$ cat config.mk
export PLATFORM = sky130hd
export DESIGN_NAME = swd_timer
export DESIGN_NICKNAME = d
export VERILOG_FILES = /design/src/logic/swd_pkg.sv /design/src/logic/swd_divider.sv /design/src/logic/swd_timer.sv
export VERILOG_INCLUDE_DIRS = /design/src /design/src/logic
export SDC_FILE = /design/constraint.sdc
export NUM_CORES = 1
export LEC_CHECK = 0
export BUFFER_PORTS_ARGS = -buffer_cell sky130_fd_sc_hd__buf_2
export CAP_MARGIN = 20
export CORE_MARGIN = 10
export CORE_UTILIZATION = 42
export CTS_CLUSTER_DIAMETER = 50
export CTS_CLUSTER_SIZE = 12
export DETAILED_ROUTE_END_ITERATION = 10
export PLACE_DENSITY = 0.72
export REMOVE_ABC_BUFFERS = 1
export SLEW_MARGIN = 0
export SYNTH_ARGS = -nofsm -noshare
export SYNTH_HDL_FRONTEND = slang
export SYNTH_HIERARCHICAL = 1
export SYNTH_SLANG_ARGS = --single-unit
$ cat constraint.sdc
create_clock -name clk -period 3.2 [get_ports clk]
set_clock_uncertainty 0.1 [all_clocks]
set_input_delay 0.64 -clock clk [delete_from_list [all_inputs] [get_ports clk]]
set_output_delay 0.64 -clock clk [all_outputs]
set_load 0.005 [all_outputs]
$ cat src/logic/swd_cfg.svh
// constants for the supervisor timer
`ifndef SWD_CFG_SVH
`define SWD_CFG_SVH
`define SWD_CTRL_ADDR 8'h0D
`define SWD_CTRL_RESET 8'h7F
`define SWD_ACT_BIT 7
`define SWD_TOP_BIT 6
`define SWD_TICK_CYCLES 65536
`define SWD_WAKE_CYCLES 514
`define SWD_RST_PULSE_NS 500
`define SWD_CLK_PERIOD_NS 10
`define SWD_RST_PULSE_CYCLES ((`SWD_RST_PULSE_NS + `SWD_CLK_PERIOD_NS - 1) / `SWD_CLK_PERIOD_NS)
`endif

$ cat src/logic/swd_pkg.sv
// types for the supervisor timer
package swd_pkg;
  typedef enum logic [2:0] {
    SWD_RUN = 3'b001,
    SWD_HALTED = 3'b010,
    SWD_WAKE = 3'b100
  } swd_state_t;
endpackage

$ cat src/logic/swd_divider.sv
// cycle divider that gives a one-cycle tick
`timescale 1ns/100ps
module swd_divider #(
  parameter int unsigned DIV = 65536
) (
  input wire logic clk,
  input wire logic reset,
  input wire logic run,
  output logic tick
);
  localparam int W = $clog2(DIV);
  logic [W-1:0] cnt_r;

  always_ff @(posedge clk) begin
    if (reset) begin
      cnt_r <= '0;
    end else if (run) begin
      if (cnt_r == W'(DIV - 1)) begin
        cnt_r <= '0;
      end else begin
        cnt_r <= cnt_r + W'(1);
      end
    end
  end

  assign tick = run && (cnt_r == W'(DIV - 1));
endmodule

$ cat src/logic/swd_timer.sv
// supervisor timer with activate bit, 7-bit down count and reset pulse
`timescale 1ns/100ps
`include "swd_cfg.svh"
module swd_timer #(
  parameter int unsigned TICK_CYCLES = `SWD_TICK_CYCLES,
  parameter int unsigned WAKE_CYCLES = `SWD_WAKE_CYCLES
) (
  input wire logic clk,
  input wire logic reset,
  input wire logic hw_watchdog_option,
  input wire logic ctrl_write,
  input wire logic [7:0] ctrl_wdata,
  output logic [7:0] watchdog_control,
  input wire logic halt_enter,
  input wire logic ext_wakeup,
  input wire logic wait_mode,
  output logic wd_reset_n,
  output logic wd_reset_req
);
  localparam int PW = `SWD_RST_PULSE_CYCLES;
  localparam int WW = $clog2(WAKE_CYCLES + 1);
  swd_pkg::swd_state_t state_r;
  logic watchdog_activate_r;
  logic [6:0] count_r;
  logic [WW-1:0] wake_cnt_r;
  logic [7:0] pulse_r;
  logic opt_s1_r;
  logic hw_opt_r;
  logic wake_s1_r;
  logic wake_s2_r;
  logic active;
  logic counting;
  logic tick;
  logic fire;

  // option pin passes two flops, held over reset release
  always_ff @(posedge clk) begin
    opt_s1_r <= hw_watchdog_option;
    hw_opt_r <= opt_s1_r;
  end

  // external wake pin passes two flops before the state machine
  always_ff @(posedge clk) begin
    wake_s1_r <= ext_wakeup;
    wake_s2_r <= wake_s1_r;
  end

  assign active = hw_opt_r || watchdog_activate_r;
  // wait mode intentionally not used in the gate
  assign counting = (state_r == swd_pkg::SWD_RUN);

  swd_divider #(
    .DIV(TICK_CYCLES)
  ) u_div (
    .clk(clk),
    .reset(reset),
    .run(counting),
    .tick(tick)
  );

  always_ff @(posedge clk) begin
    if (reset) begin
      state_r <= swd_pkg::SWD_RUN;
      wake_cnt_r <= '0;
    end else begin
      case (state_r)
        swd_pkg::SWD_RUN: begin
          if (halt_enter) begin
            state_r <= swd_pkg::SWD_HALTED;
          end
        end
        swd_pkg::SWD_HALTED: begin
          if (wake_s2_r) begin
            state_r <= swd_pkg::SWD_WAKE;
            wake_cnt_r <= '0;
          end
        end
        swd_pkg::SWD_WAKE: begin
          if (wake_cnt_r == WW'(WAKE_CYCLES - 1)) begin
            state_r <= swd_pkg::SWD_RUN;
          end else begin
            wake_cnt_r <= wake_cnt_r + WW'(1);
          end
        end
        default: begin
          state_r <= swd_pkg::SWD_RUN;
        end
      endcase
    end
  end

  always_ff @(posedge clk) begin
    if (reset) begin
      watchdog_activate_r <= 1'b0;
    end else if (ctrl_write && ctrl_wdata[`SWD_ACT_BIT]) begin
      watchdog_activate_r <= 1'b1;
    end
  end

  // a write wins over a same-cycle decrement
  always_ff @(posedge clk) begin
    if (reset) begin
      count_r <= 7'h7F;
    end else if (ctrl_write) begin
      count_r <= ctrl_wdata[6:0];
    end else if (tick) begin
      count_r <= count_r - 7'h01;
    end
  end

  assign watchdog_control = {watchdog_activate_r, count_r};

  always_comb begin
    fire = 1'b0;
    if (active && counting) begin
      if (tick && !ctrl_write && count_r == 7'h40) begin
        fire = 1'b1;
      end
    end
    if (ctrl_write && !ctrl_wdata[`SWD_TOP_BIT] && state_r == swd_pkg::SWD_RUN) begin
      if (hw_opt_r || watchdog_activate_r || ctrl_wdata[`SWD_ACT_BIT]) begin
        fire = 1'b1;
      end
    end
  end

  always_ff @(posedge clk) begin
    if (reset) begin
      pulse_r <= 8'h00;
    end else if (fire && pulse_r == 8'h00) begin
      pulse_r <= 8'(PW);
    end else if (pulse_r != 8'h00) begin
      pulse_r <= pulse_r - 8'h01;
    end
  end

  assign wd_reset_n = (pulse_r == 8'h00);
  assign wd_reset_req = (pulse_r != 8'h00);
endmodule

==> impl_results.md, run 1 <==
* NetSw at 439 uW
* Io pins at 25
* Critical path's slowest cell: or4b_1
* # nets final at roughly 300
* Placed insts at 347
* DR WL/cell at 12.9 um
* GPL Wtd Cong at 0.763
* CTS Hold Buffers Added at 0
* EDFF count, synth at 0
* Crit Path Max Fanout at 10
* Max-slew violations at 0
* Remaining antenna violation count at 0
* Top-area cell type share of the netlist area at 39.7%
* Clock sink count at 49
* Sequential cell area at 981 um2
* CP cell instances: nor3b_1, nand4_1, or3_1, nor2_1, or4b_1, nor3_1, xnor2_1, a21oi_1
* # Post-CTS Setup Buffers at 0
* Synth area leaders: dfxtp_1 (40%), xnor2_1 (5.3%), xor2_1 (4.6%)
* Worst VDD drop at 0.325 mV
* Residual DRC count at 0
* Via count at 1857
* Area leader, netlist: dfxtp_1
* Fill cell count at 537
* Clock power frac at 29.9%
* Place WS at 0.601 ns
* Synthesis-to-layout area growth at 11.7%
* Tmin final at ~2.6 ns
* DRT Pass-1 Iters at 4
* Core region area at between 5000 and 6000 um2
* Clock tree root buffer cell: clkbuf_8
* Gate Count Post-Synth at ~260
* Ys flop type: dfxtp_1
* Maximum clock frequency at 0.385 GHz
* Non-Filler Instances at 355
* RSZ-0062 raised after global routing: no
* Pint at 1.10 mW
* Gr usage total at approximately a tenth
* CTS HTree Levels at 2
* CTS tree: done
* Layout cells sized above 1 at between 20% and 30%
* DP Wirelength at 3.33 mm
* Global-route wire length before repair at 7.98 mm
* Crit path required time at 3.30 ns
* Slew @ Worst Pin at 0.787 ns
* Worst-path clk slew at about 0.090 ns
* Initial Util at 44.0%
* Num CTS Buffers at 5
* Setup slack after layout at about 0.60 ns
* PwrDens at around 560 nW/um2
* Reg power frac at 47.2%
* Avg Inst Size Synth at 9.57 um2
* Largest net degree at the start of global routing at 30
* Overall die width at 96.7 um
* CP Capture Type: flop
* Max stage delay on crit path at 0.49 ns
* Post-CTS Resized at 0
* Hold/Removal Path Class: flop to flop
* Most frequent cells in the layout: dfxtp_1 (49), nor2_1 (25), buf_2 (23)
* Setup violators final at 0
* Ys Warns at 6
* TNS Setup at 0 ns
* Diode count at 0
* Multi-input gate area at approximately 1400 um2
* Status: finished, final reports clean
* Commonest non-fill, non-tap cell in the layout: dfxtp_1
* Number of global-route vias before repair at 1824
* Net Sw Frac at between 20% and 30%
* Combinational Power Share at 22.9%
* WS Path Type: flop to flop
* I/O Buffers at 23
* Final Cycle Share at 81.2%
* Num rows at 27
* Synth Register Bits at 49
* DR iter-0 viols at 58
* CTS Buffer Depth at 2
* Via-per-instance ratio at 5.23
* Critical path's top delay family: simple AND/OR/NAND/NOR gates
* Asr flop ratio synth at 0%
* Congestion Overflow GR at 0
* Final hold vios at 0
* Total Wirelength at between 4 and 5 mm
* Sequential area share after synthesis at 39.7%
* Leakage at 1.05 nW
* Clock Latency Late Sink at 0.30 ns
* Distinct cells, synth at 57
* Syn Std Cell Area at 2470 um2
* Critical Path AT at 2.69 ns
* Die Ht at between 90 and 100 um
* Die footprint at 9340 um2
* Slew headroom at 47.6%
* Max_cap viols at 0
* CP Launch Type: flop
* Initial antenna violation count at 0
* WP buf/inv at 0
-- cells in the mapped netlist (2+ instances only) --
cell        n
or4_4       2
nand2_1    11
or4_1       2
nor2_2     10
a21oi_1     9
xor2_1     13
xnor2_1    15
and3b_1     2
or3_1       4
nor2_1     25
nor3b_1     4
buf_2       2
o21ai_0     4
o211ai_1    3
mux2i_1     7
a2111oi_1   2
o31ai_1     2
nor2b_1     3
a211o_1     3
nand4_2     2
dfxtp_1    49
nand3b_1    2
nand4_1     7
a211oi_1    3
clkbuf_1    3
nor4bb_1    2
nand2b_1    7
nor4_1      5
nand4b_1    3
or2_1       2
buf_6       2
nand3_1     5
ha_1        7
inv_1      10
nor3_1      4
-- registers in the layout, summed over array words and instances, names as in the netlist --
name / count
wake_cnt_r: 10
watchdog_activate_r: 1
hw_opt_r: 1
state_r: 3
opt_s1_r: 1
wake_s2_r: 1
wake_s1_r: 1
u_div/cnt_r: 16
count_r: 7
pulse_r: 8
-- path summary, 6_finish.rpt --
path,startpoint,end,slack [ns],cells after the start
worst min-delay path,wake_s1_r$_DFF_P_,wake_s2_r$_DFF_P_,0.23,0
worst min register to register,wake_s1_r$_DFF_P_,wake_s2_r$_DFF_P_,0.23,0
worst max register to register,state_r[0]$_SDFFE_PP1P_,count_r[5]$_SDFFE_PP1P_,0.60,8
worst max-delay path,state_r[0]$_SDFFE_PP1P_,count_r[5]$_SDFFE_PP1P_,0.60,8
-- cells by family (layout without fill, tap and decap cells) --
| logic type | count (synthesis) | in the layout | share of synthesized area, % |
|---|---|---|---|
| simple gates | 112 | 112 | 29.0 |
| flops | 49 | 49 | 39.7 |
| compound gates | 35 | 35 | 10.7 |
| xor+xnor | 28 | 28 | 9.93 |
| buf+inv | 19 | 44 | 3.75 |
| mux | 8 | 8 | 3.29 |
| fa+ha+maj | 7 | 7 | 3.55 |
-- area by class of cell --
cell class / instances / share of cell area (%)
multi-input cells: 190 / 50.6
flip-flops and latches: 49 / 35.6
repair buffers: 25 / 4.72
well taps: 72 / 3.27
clock buffers: 6 / 2.99
inverters: 11 / 1.50
clock inverters: 2 / 1.36
-- metal layers --
layer  vias to the layer above  track usage [%]  routed length [um]
met5                         -                0                   0
met4                         0             2.59                  19
met3                         2             3.90                 189
met2                        26             15.0                2030
met1                       862             12.0                2350
li1                        967                -                   -
-- through the flow --
stage | instance area (um2) | power (mW) | utilization [%] | hold slack [ns]
after detailed placement | 2640 | 1.09 | 47.0 | 0.214
after global routing | 2760 | 1.63 | 49.2 | 0.251
after global placement | 2640 | 1.08 | 47.0 | 0.212
after CTS | 2760 | 1.56 | 49.2 | 0.235
after floorplan | 2420 | 1.00 | - | 0.210
final | 2760 | 1.53 | 49.2 | 0.231
-- power groups by stage --
stage / logic (mW) / registers, mW / clock network [mW]
after detailed placement: 0.354 / 0.738 / 0
after floorplan: 0.276 / 0.727 / 0
after global placement: 0.345 / 0.736 / 0
final: 0.351 / 0.724 / 0.459
after CTS: 0.357 / 0.724 / 0.475
after global routing: 0.393 / 0.733 / 0.505
-- worst register-to-register path, cell delays in order, from the launching register on --
cell	delay, ns
dfxtp_1	0.47
nor3b_1	0.30
nand4_1	0.18
or3_1	0.39
nor2_1	0.17
or4b_1	0.49
nor3_1	0.19
xnor2_1	0.14
a21oi_1	0.07
Note: power is estimated with default switching activity, not from simulation.
==> inputs of run 2 (changes only) <==
==> constraint.sdc (replaced) <==
create_clock -name clk -period 2.7 [get_ports clk]
set_clock_uncertainty 0.1 [all_clocks]
set_input_delay 0.54 -clock clk [delete_from_list [all_inputs] [get_ports clk]]
set_output_delay 0.54 -clock clk [all_outputs]
set_load 0.005 [all_outputs]
==> run 2 against run 1 <==
  * Final area increased by 0.77%
  * Highest routed layer unchanged
  * Largest power group unchanged
  * Register-to-register slack got worse by 0.31 ns
  * Maximum frequency increased by 7.8%
  * Total power increased by 13%
==> impl_results.md, run 2 (same netlist as run 1, synthesis figures left out) <==
* Status: finished, final reports clean (unchanged)
* Final hold vios at 0 (unchanged)
* # Post-CTS Setup Buffers at 0 (unchanged)
* Layout cells sized above 1 at 22.1% (was 20.5%)
* Residual DRC count at 0 (unchanged)
* NetSw at 528 uW (was 439 uW)
* Maximum clock frequency at 0.415 GHz (was 0.385 GHz)
* Diode count at 0 (unchanged)
* Clock sink count at 49 (unchanged)
* Crit Path Max Fanout at 3 (was 10)
* I/O Buffers at 23 (unchanged)
* WS Path Type: flop to flop (unchanged)
* Num CTS Buffers at 5 (unchanged)
* Max reg flops at 16 (unchanged)
* Net Sw Frac at 30.4% (was 28.6%)
* Congestion Overflow GR at 0 (unchanged)
* CTS HTree Levels at 2 (unchanged)
* Combinational Power Share at 24.7% (was 22.9%)
* Slew headroom at 67.7% (was 47.6%)
* Slew @ Worst Pin at 0.484 ns (was 0.787 ns)
* Total Wirelength at 4.71 mm (was 4.59 mm)
* Final total power at 1.74 mW (was 1.53 mW)
* Initial antenna violation count at 0 (unchanged)
* CP Capture Type: flop (unchanged)
* Worst VDD drop at 0.395 mV (was 0.325 mV)
* Post-CTS Resized at 0 (unchanged)
* CP Launch Type: flop (unchanged)
* DR iter-0 viols at 79 (was 58)
* PwrDens at 625 nW/um2 (was 556 nW/um2)
* Gr usage total at 10.4% (was 9.66%)
* Die Ht at 96.7 um (unchanged)
* Met1 Track Usage GR at 12.2% (was 12.0%)
* Max_cap viols at 0 (unchanged)
* CTS Buffer Depth at 2 (unchanged)
* Io pins at 25 (unchanged)
* Max-slew violations at 0 (unchanged)
* CTS tree: done (unchanged)
* Clock power frac at 26.1% (was 29.9%)
* Clock tree root buffer cell: clkbuf_8 (unchanged)
* CTS Hold Buffers Added at 0 (unchanged)
* Met2 Resource Use GR at 17.0% (was 15.0%)
* DP Wirelength at 3.43 mm (was 3.33 mm)
* TNS Setup at 0 ns (unchanged)
* Synthesis-to-layout area growth at 12.6% (was 11.7%)
* Commonest non-fill, non-tap cell in the layout: dfxtp_1 (unchanged)
* Largest registers: u_div/cnt_r (16), wake_cnt_r (10), pulse_r (8) (unchanged)
* Setup violators final at 0 (unchanged)
* Overall die width at 96.7 um (unchanged)
* Largest net degree at the start of global routing at 29 (was 30)
* GPL Wtd Cong at 0.792 (was 0.763)
* RSZ-0062 raised after global routing: no (unchanged)
* Most Crowded Layer GR: met2 (unchanged)
* Final Cycle Share at 89.3% (was 81.2%)
* Core region area at 5610 um2 (unchanged)
* Clock Latency Late Sink at 0.31 ns (was 0.30 ns)
* Tmin final at 2.41 ns (was 2.60 ns)
* Worst-path clk slew at 0.09 ns (about the same)
* Post-route cell area at 2780 um2 (was 2760 um2)
* # nets final at 310 (was 304)
* Reg power frac at 49.2% (was 47.2%)
* Initial Util at 44.0% (unchanged)
* Most frequent cells in the layout: dfxtp_1 (49), nor2_1 (25), buf_2 (23) (unchanged)
* Via count at 1910 (was 1857)
* DRT Pass-1 Iters at 4 (unchanged)
* Via-per-instance ratio at 5.29 (was 5.23)
* Critical Path AT at 2.51 ns (was 2.69 ns)
* Die footprint at 9340 um2 (unchanged)
* Pint at 1.21 mW (was 1.10 mW)
* Biggest register: u_div/cnt_r (unchanged)
* Remaining antenna violation count at 0 (unchanged)
* Hold/Removal Path Class: input port to flop (was flop to flop)
* Leakage at 1.07 nW (was 1.05 nW)
* DR WL/cell at 13.1 um (was 12.9 um)
* Placed Instance Area at 2680 um2 (was 2640 um2)
* Number of global-route vias before repair at 1892 (was 1824)
* Met3 usage at 3.76% (was 3.90%)
* Crit path required time at 2.80 ns (was 3.30 ns)
* Global-route wire length before repair at 8.47 mm (was 7.98 mm)
* Num rows at 27 (unchanged)
-- run 2: cell count changes in the layout (fill, tap and decap cells not counted) --
cell	change
clkinv_4	+1
clkinvlp_4	-1
buf_4	+6
bufinv_16	-1
clkinv_2	+1
-- run 2: worst paths after layout --
check	endpoint	slack [ns]	cells after the start	startpoint
setup / recovery	count_r[5]$_SDFFE_PP1P_	0.29	8	state_r[0]$_SDFFE_PP1P_
hold / removal	wake_s1_r$_DFF_P_	0.23	1	ext_wakeup
hold reg to reg	wake_s2_r$_DFF_P_	0.23	0	wake_s1_r$_DFF_P_
setup reg to reg	count_r[5]$_SDFFE_PP1P_	0.29	8	state_r[0]$_SDFFE_PP1P_
-- run 2: power by group through the flow --
stage	Clock, mW	Sequential (mW)	Combinational [mW]
3_5_place_dp	0	0.872	0.432
4_1_cts	0.475	0.855	0.437
5_1_grt	0.504	0.867	0.490
6_report	0.453	0.855	0.429
2_1_floorplan	0	0.861	0.328
3_3_place_gp	0	0.870	0.417
-- run 2: critical path, stage by stage, from the launching register on --
cell	delay (ns)
dfxtp_1	0.33
nor3b_1	0.27
nand4_1	0.17
or3_1	0.37
nor2_1	0.15
or4b_1	0.50
nor3_1	0.20
xnor2_1	0.14
a21oi_1	0.07
-- run 2: metal layers --
metal	wire length (um)	vias to the layer above	share of wire, %
li1	-	980	-
met1	2320	891	49
met2	2100	33	45
met3	239	6	5.1
met4	56	0	1.2
met5	0	-	0
-- run 2: final cells by class --
type / count / area, um2
repair buffers: 31 / 175
clock inverters: 2 / 13.8
clock buffers: 6 / 82.6
flip-flops and latches: 49 / 981
well taps: 72 / 90.1
inverters: 11 / 41.3
fillers: 545 / 2830
multi-input cells: 190 / 1400
-- run 2: metrics by stage --
| step | setup slack (ns) | cells | hold slack, ns | util [%] |
|---|---|---|---|---|
| finish | 0.290 | 361 | 0.234 | 49.6 |
| detailed placement | 0.257 | 353 | 0.217 | 47.8 |
| CTS | 0.244 | 361 | 0.225 | 49.6 |
| global placement | 0.278 | 353 | 0.212 | 47.8 |
| floorplan | -0.337 | 250 | 0.210 | - |
| global route | 0.0339 | 361 | 0.218 | 49.6 |
==> inputs of run 3 (changes only) <==
--- a/config.mk
+++ b/config.mk
@@ -6,6 +6,7 @@
 export SDC_FILE = /design/constraint.sdc
 export NUM_CORES = 1
 export LEC_CHECK = 0
+export ABC_AREA = 1
 export BUFFER_PORTS_ARGS = -buffer_cell sky130_fd_sc_hd__buf_2
 export CAP_MARGIN = 20
 export CORE_MARGIN = 10
==> run 3 against run 2 <==
  * Largest cell class unchanged
  * Critical path type unchanged
  * Total power grew 1.9%
  * Die area grew 4.2%
  * Clock power grew 12%
  * Setup slack gained 0.17 ns
==> impl_results.md, run 3 <==
* Status: finished, final reports clean (unchanged)
* DR WL/cell at 11.3 um (was 13.1 um)
* Biggest register: u_div/cnt_r (unchanged)
* Clock tree root buffer cell: clkbuf_8 (unchanged)
* Final Cycle Share at 82.8% (was 89.3%)
* Synth cell count leaders: nand2_1 (87), nor2_1 (53), dfxtp_1 (49), inv_1 (37), nand3_1 (33) (was dfxtp_1 (49), nor2_1 (25), xnor2_1 (15), xor2_1 (13), nand2_1 (11))
* Tmin final at 2.24 ns (was 2.41 ns)
* Num rows at 28 (was 27)
* DRT Pass-1 Iters at 4 (unchanged)
* Number of global-route vias before repair at 2173 (was 1892)
* Hold Path End: hw_opt_r$_DFF_P_ (was wake_s1_r$_DFF_P_)
* WS Path Type: flop to flop (unchanged)
* Critical path depth at 14 (was 8)
* Non-Filler Instances at 468 (was 361)
* Syn Std Cell Area at 2600 um2 (was 2470 um2)
* DR iter-0 viols at 111 (was 79)
* Setup violators final at 0 (unchanged)
* Synth Register Bits at 49 (unchanged)
* Most frequent cells in the layout: nand2_1 (87), nor2_1 (53), dfxtp_1 (49) (was dfxtp_1 (49), nor2_1 (25), buf_2 (23))
* Synth Area in Adders at 3.37% (was 3.55%)
* Global-route wire length before repair at 9.43 mm (was 8.47 mm)
* WP buf/inv at 3 (was 0)
* Ys Warns at 6 (unchanged)
* Hold path depth at 0 (was 1)
* Critical Path AT at 2.33 ns (was 2.51 ns)
* Largest net degree at the start of global routing at 24 (was 29)
* Layout cells sized above 1 at 14.8% (was 22.1%)
* RSZ-0062 raised after global routing: no (unchanged)
* CTS HTree Levels at 2 (unchanged)
* Synthesis-to-layout area growth at 11.0% (was 12.6%)
* Worst VDD drop at 0.322 mV (was 0.395 mV)
* Placed Instance Area at 2780 um2 (was 2680 um2)
* Residual DRC count at 0 (unchanged)
* PwrDens at 614 nW/um2 (was 625 nW/um2)
* Post-route cell area at 2890 um2 (was 2780 um2)
* Ys flop type: dfxtp_1 (unchanged)
* Area leader, netlist: dfxtp_1 (unchanged)
* Clock sink count at 49 (unchanged)
* Remaining antenna violation count at 0 (unchanged)
* Met2 Resource Use GR at 19.6% (was 17.0%)
* Top-count cell post-synth: nand2_1 (was dfxtp_1)
* Met1 Track Usage GR at 13.1% (was 12.2%)
* Asr flop ratio synth at 0% (unchanged)
* Worst reg-to-reg setup slack at 0.46 ns (was 0.29 ns)
* Hold/Removal Path Class: flop to flop (was input port to flop)
* Leakage at 1.20 nW (was 1.07 nW)
* Io pins at 25 (unchanged)
* Mux cell area share after synthesis at 0.385% (was 3.29%)
* R2r startpoint: state_r[1]$_SDFFE_PP0P_ (was state_r[0]$_SDFFE_PP1P_)
* GPL Wtd Cong at 0.871 (was 0.792)
* CTS tree: done (unchanged)
* Top-area cell type share of the netlist area at 37.7% (was 39.7%)
* Reg2reg end: pulse_r[0]$_SDFFE_PP0N_ (was count_r[5]$_SDFFE_PP1P_)
* Critical path's top delay family: simple AND/OR/NAND/NOR gates (unchanged)
* # Post-CTS Setup Buffers at 0 (unchanged)
* Worst Reg-to-Reg Cells at 14 (was 8)
* Crit Path Max Fanout at 6 (was 3)
* Clock Latency Late Sink at 0.30 ns (was 0.31 ns)
* CP cell instances: inv_1, nand3_1, inv_1, nand2_1, nor2_2, nand2_2, nor2_4, inv_1, nor2_4, nand3_1, o21ai_0, nand3_1, nand2_1, a21oi_1 (was nor3b_1, nand4_1, or3_1, nor2_1, or4b_1, nor3_1, xnor2_1, a21oi_1)
* Sequential cell area at 981 um2 (unchanged)
* TNS Setup at 0 ns (unchanged)
* Num CTS Buffers at 5 (unchanged)
* Worst-path clk slew at 0.09 ns (about the same)
* Diode count at 0 (unchanged)
* Xor and xnor area share after synthesis at 4.38% (was 9.93%)
* Slew headroom at 57.5% (was 67.7%)
* Total Wirelength at 5.30 mm (was 4.71 mm)
* Fill cell count at 608 (was 545)
* Slew @ Worst Pin at 0.638 ns (was 0.484 ns)
* Die Ht at 98.7 um (was 96.7 um)
* Synth Area in Compound Gates at 8.91% (was 10.7%)
* Via-per-instance ratio at 4.79 (was 5.29)
* Max_cap viols at 0 (unchanged)
* EDFF count, synth at 0 (unchanged)
* Synth area leaders: dfxtp_1 (38%), nand2_1 (13%), nor2_1 (7.7%) (was dfxtp_1 (40%), xnor2_1 (5.3%), xor2_1 (4.6%))
* Met3 usage at 2.23% (was 3.76%)
* Initial antenna violation count at 0 (unchanged)
* Max stage delay on crit path at 0.35 ns (was 0.50 ns)
* Avg Inst Size Synth at 7.08 um2 (was 9.57 um2)
* Commonest non-fill, non-tap cell in the layout: nand2_1 (was dfxtp_1)
* Post-Synth Simple-Gate Area at 37.6% (was 29.0%)
* Congestion Overflow GR at 0 (unchanged)
* Crit path required time at 2.80 ns (about the same)
* # nets final at 415 (was 310)
* Sequential area share after synthesis at 37.7% (was 39.7%)
* Max-slew violations at 0 (unchanged)
* Maximum clock frequency at 0.447 GHz (was 0.415 GHz)
* Overall die width at 98.7 um (was 96.7 um)
* Distinct cells, synth at 38 (was 57)
* Hold Path Origin: opt_s1_r$_DFF_P_ (was ext_wakeup)
* CP Launch Type: flop (unchanged)
* Gr usage total at 11.0% (was 10.4%)
* Initial Util at 43.6% (was 44.0%)
* Max reg flops at 16 (unchanged)
* Final hold vios at 0 (unchanged)
* Placed insts at 461 (was 353)
* CP Capture Type: flop (unchanged)
* Core region area at 5960 um2 (was 5610 um2)
* Post-CTS Resized at 0 (unchanged)
* Die footprint at 9730 um2 (was 9340 um2)
* DP Wirelength at 3.97 mm (was 3.43 mm)
* CTS Hold Buffers Added at 0 (unchanged)
* Most Crowded Layer GR: met2 (unchanged)
* Largest registers: u_div/cnt_r (16), wake_cnt_r (10), pulse_r (8) (unchanged)
* Largest family of logic cells by synthesized area: simple AND/OR/NAND/NOR gates (unchanged)
* Via count at 2244 (was 1910)
* Gate Count Post-Synth at 367 (was 258)
* Multi-input gate area at 1420 um2 (was 1400 um2)
* I/O Buffers at 23 (unchanged)
* Critical path's slowest cell: dfxtp_1 (was or4b_1)
* CTS Buffer Depth at 2 (unchanged)
==> run 3: per-layer routing <==
metal	share of wire [%]	wire, um	vias up
met3	2.4	125	2
met2	51	2690	22
li1	-	-	1222
met1	46	2460	998
met4	0.38	20	0
met5	0	0	-
==> run 3: kinds of logic after synthesis <==
group,Yosys count
buf+inv,48
xor+xnor,13
flops,49
compound gates,41
fa+ha+maj,7
simple gates,208
mux,1
==> run 3: worst register-to-register path, cell delays in order, from the launching register on <==
cell and delay (ns):
dfxtp_1 0.35, inv_1 0.10, nand3_1 0.15, inv_1 0.11, nand2_1 0.07, nor2_2 0.14
nand2_2 0.10, nor2_4 0.15, inv_1 0.10, nor2_4 0.15, nand3_1 0.08, o21ai_0 0.24
nand3_1 0.17, nand2_1 0.09, a21oi_1 0.04
==> run 3: layout make-up <==
type	instances	share of cell area, %
Tap cell	75	3.25
Clock inverter	2	1.21
Inverter	42	5.46
Sequential cell	49	34.0
Timing Repair Buffer	25	4.51
Clock buffer	5	2.39
Multi-Input combinational cell	270	49.2
==> run 3: per-stage QoR <==
step / setup WS [ns] / hold slack, ns / utilization (%) / total power [mW]
detailed placement: 0.481 / 0.218 / 46.7 / 1.28
global route: 0.170 / 0.239 / 48.4 / 1.90
finish: 0.464 / 0.232 / 48.4 / 1.77
CTS: 0.455 / 0.236 / 48.4 / 1.79
floorplan: 0.617 / 0.210 / - / 1.16
global placement: 0.533 / 0.215 / 46.7 / 1.27
==> run 3: power breakdown <==
part	switching (mW)	internal, mW	leakage, nW
logic	0.258	0.169	0.742
clock network	0.236	0.269	0.0540
registers	0.0498	0.789	0.401
total	0.544	1.23	1.20
==> run 3: worst max path at each step <==
stage | from | endpoint
after global routing | state_r[1]$_SDFFE_PP0P_ | pulse_r[5]$_SDFFE_PP0P_
after detailed placement | state_r[1]$_SDFFE_PP0P_ | pulse_r[0]$_SDFFE_PP0N_
after CTS | state_r[1]$_SDFFE_PP0P_ | pulse_r[0]$_SDFFE_PP0N_
after global placement | state_r[1]$_SDFFE_PP0P_ | pulse_r[0]$_SDFFE_PP0N_
final | state_r[1]$_SDFFE_PP0P_ | pulse_r[0]$_SDFFE_PP0N_
after floorplan | state_r[1]$_SDFFE_PP0P_ | pulse_r[0]$_SDFFE_PP0N_
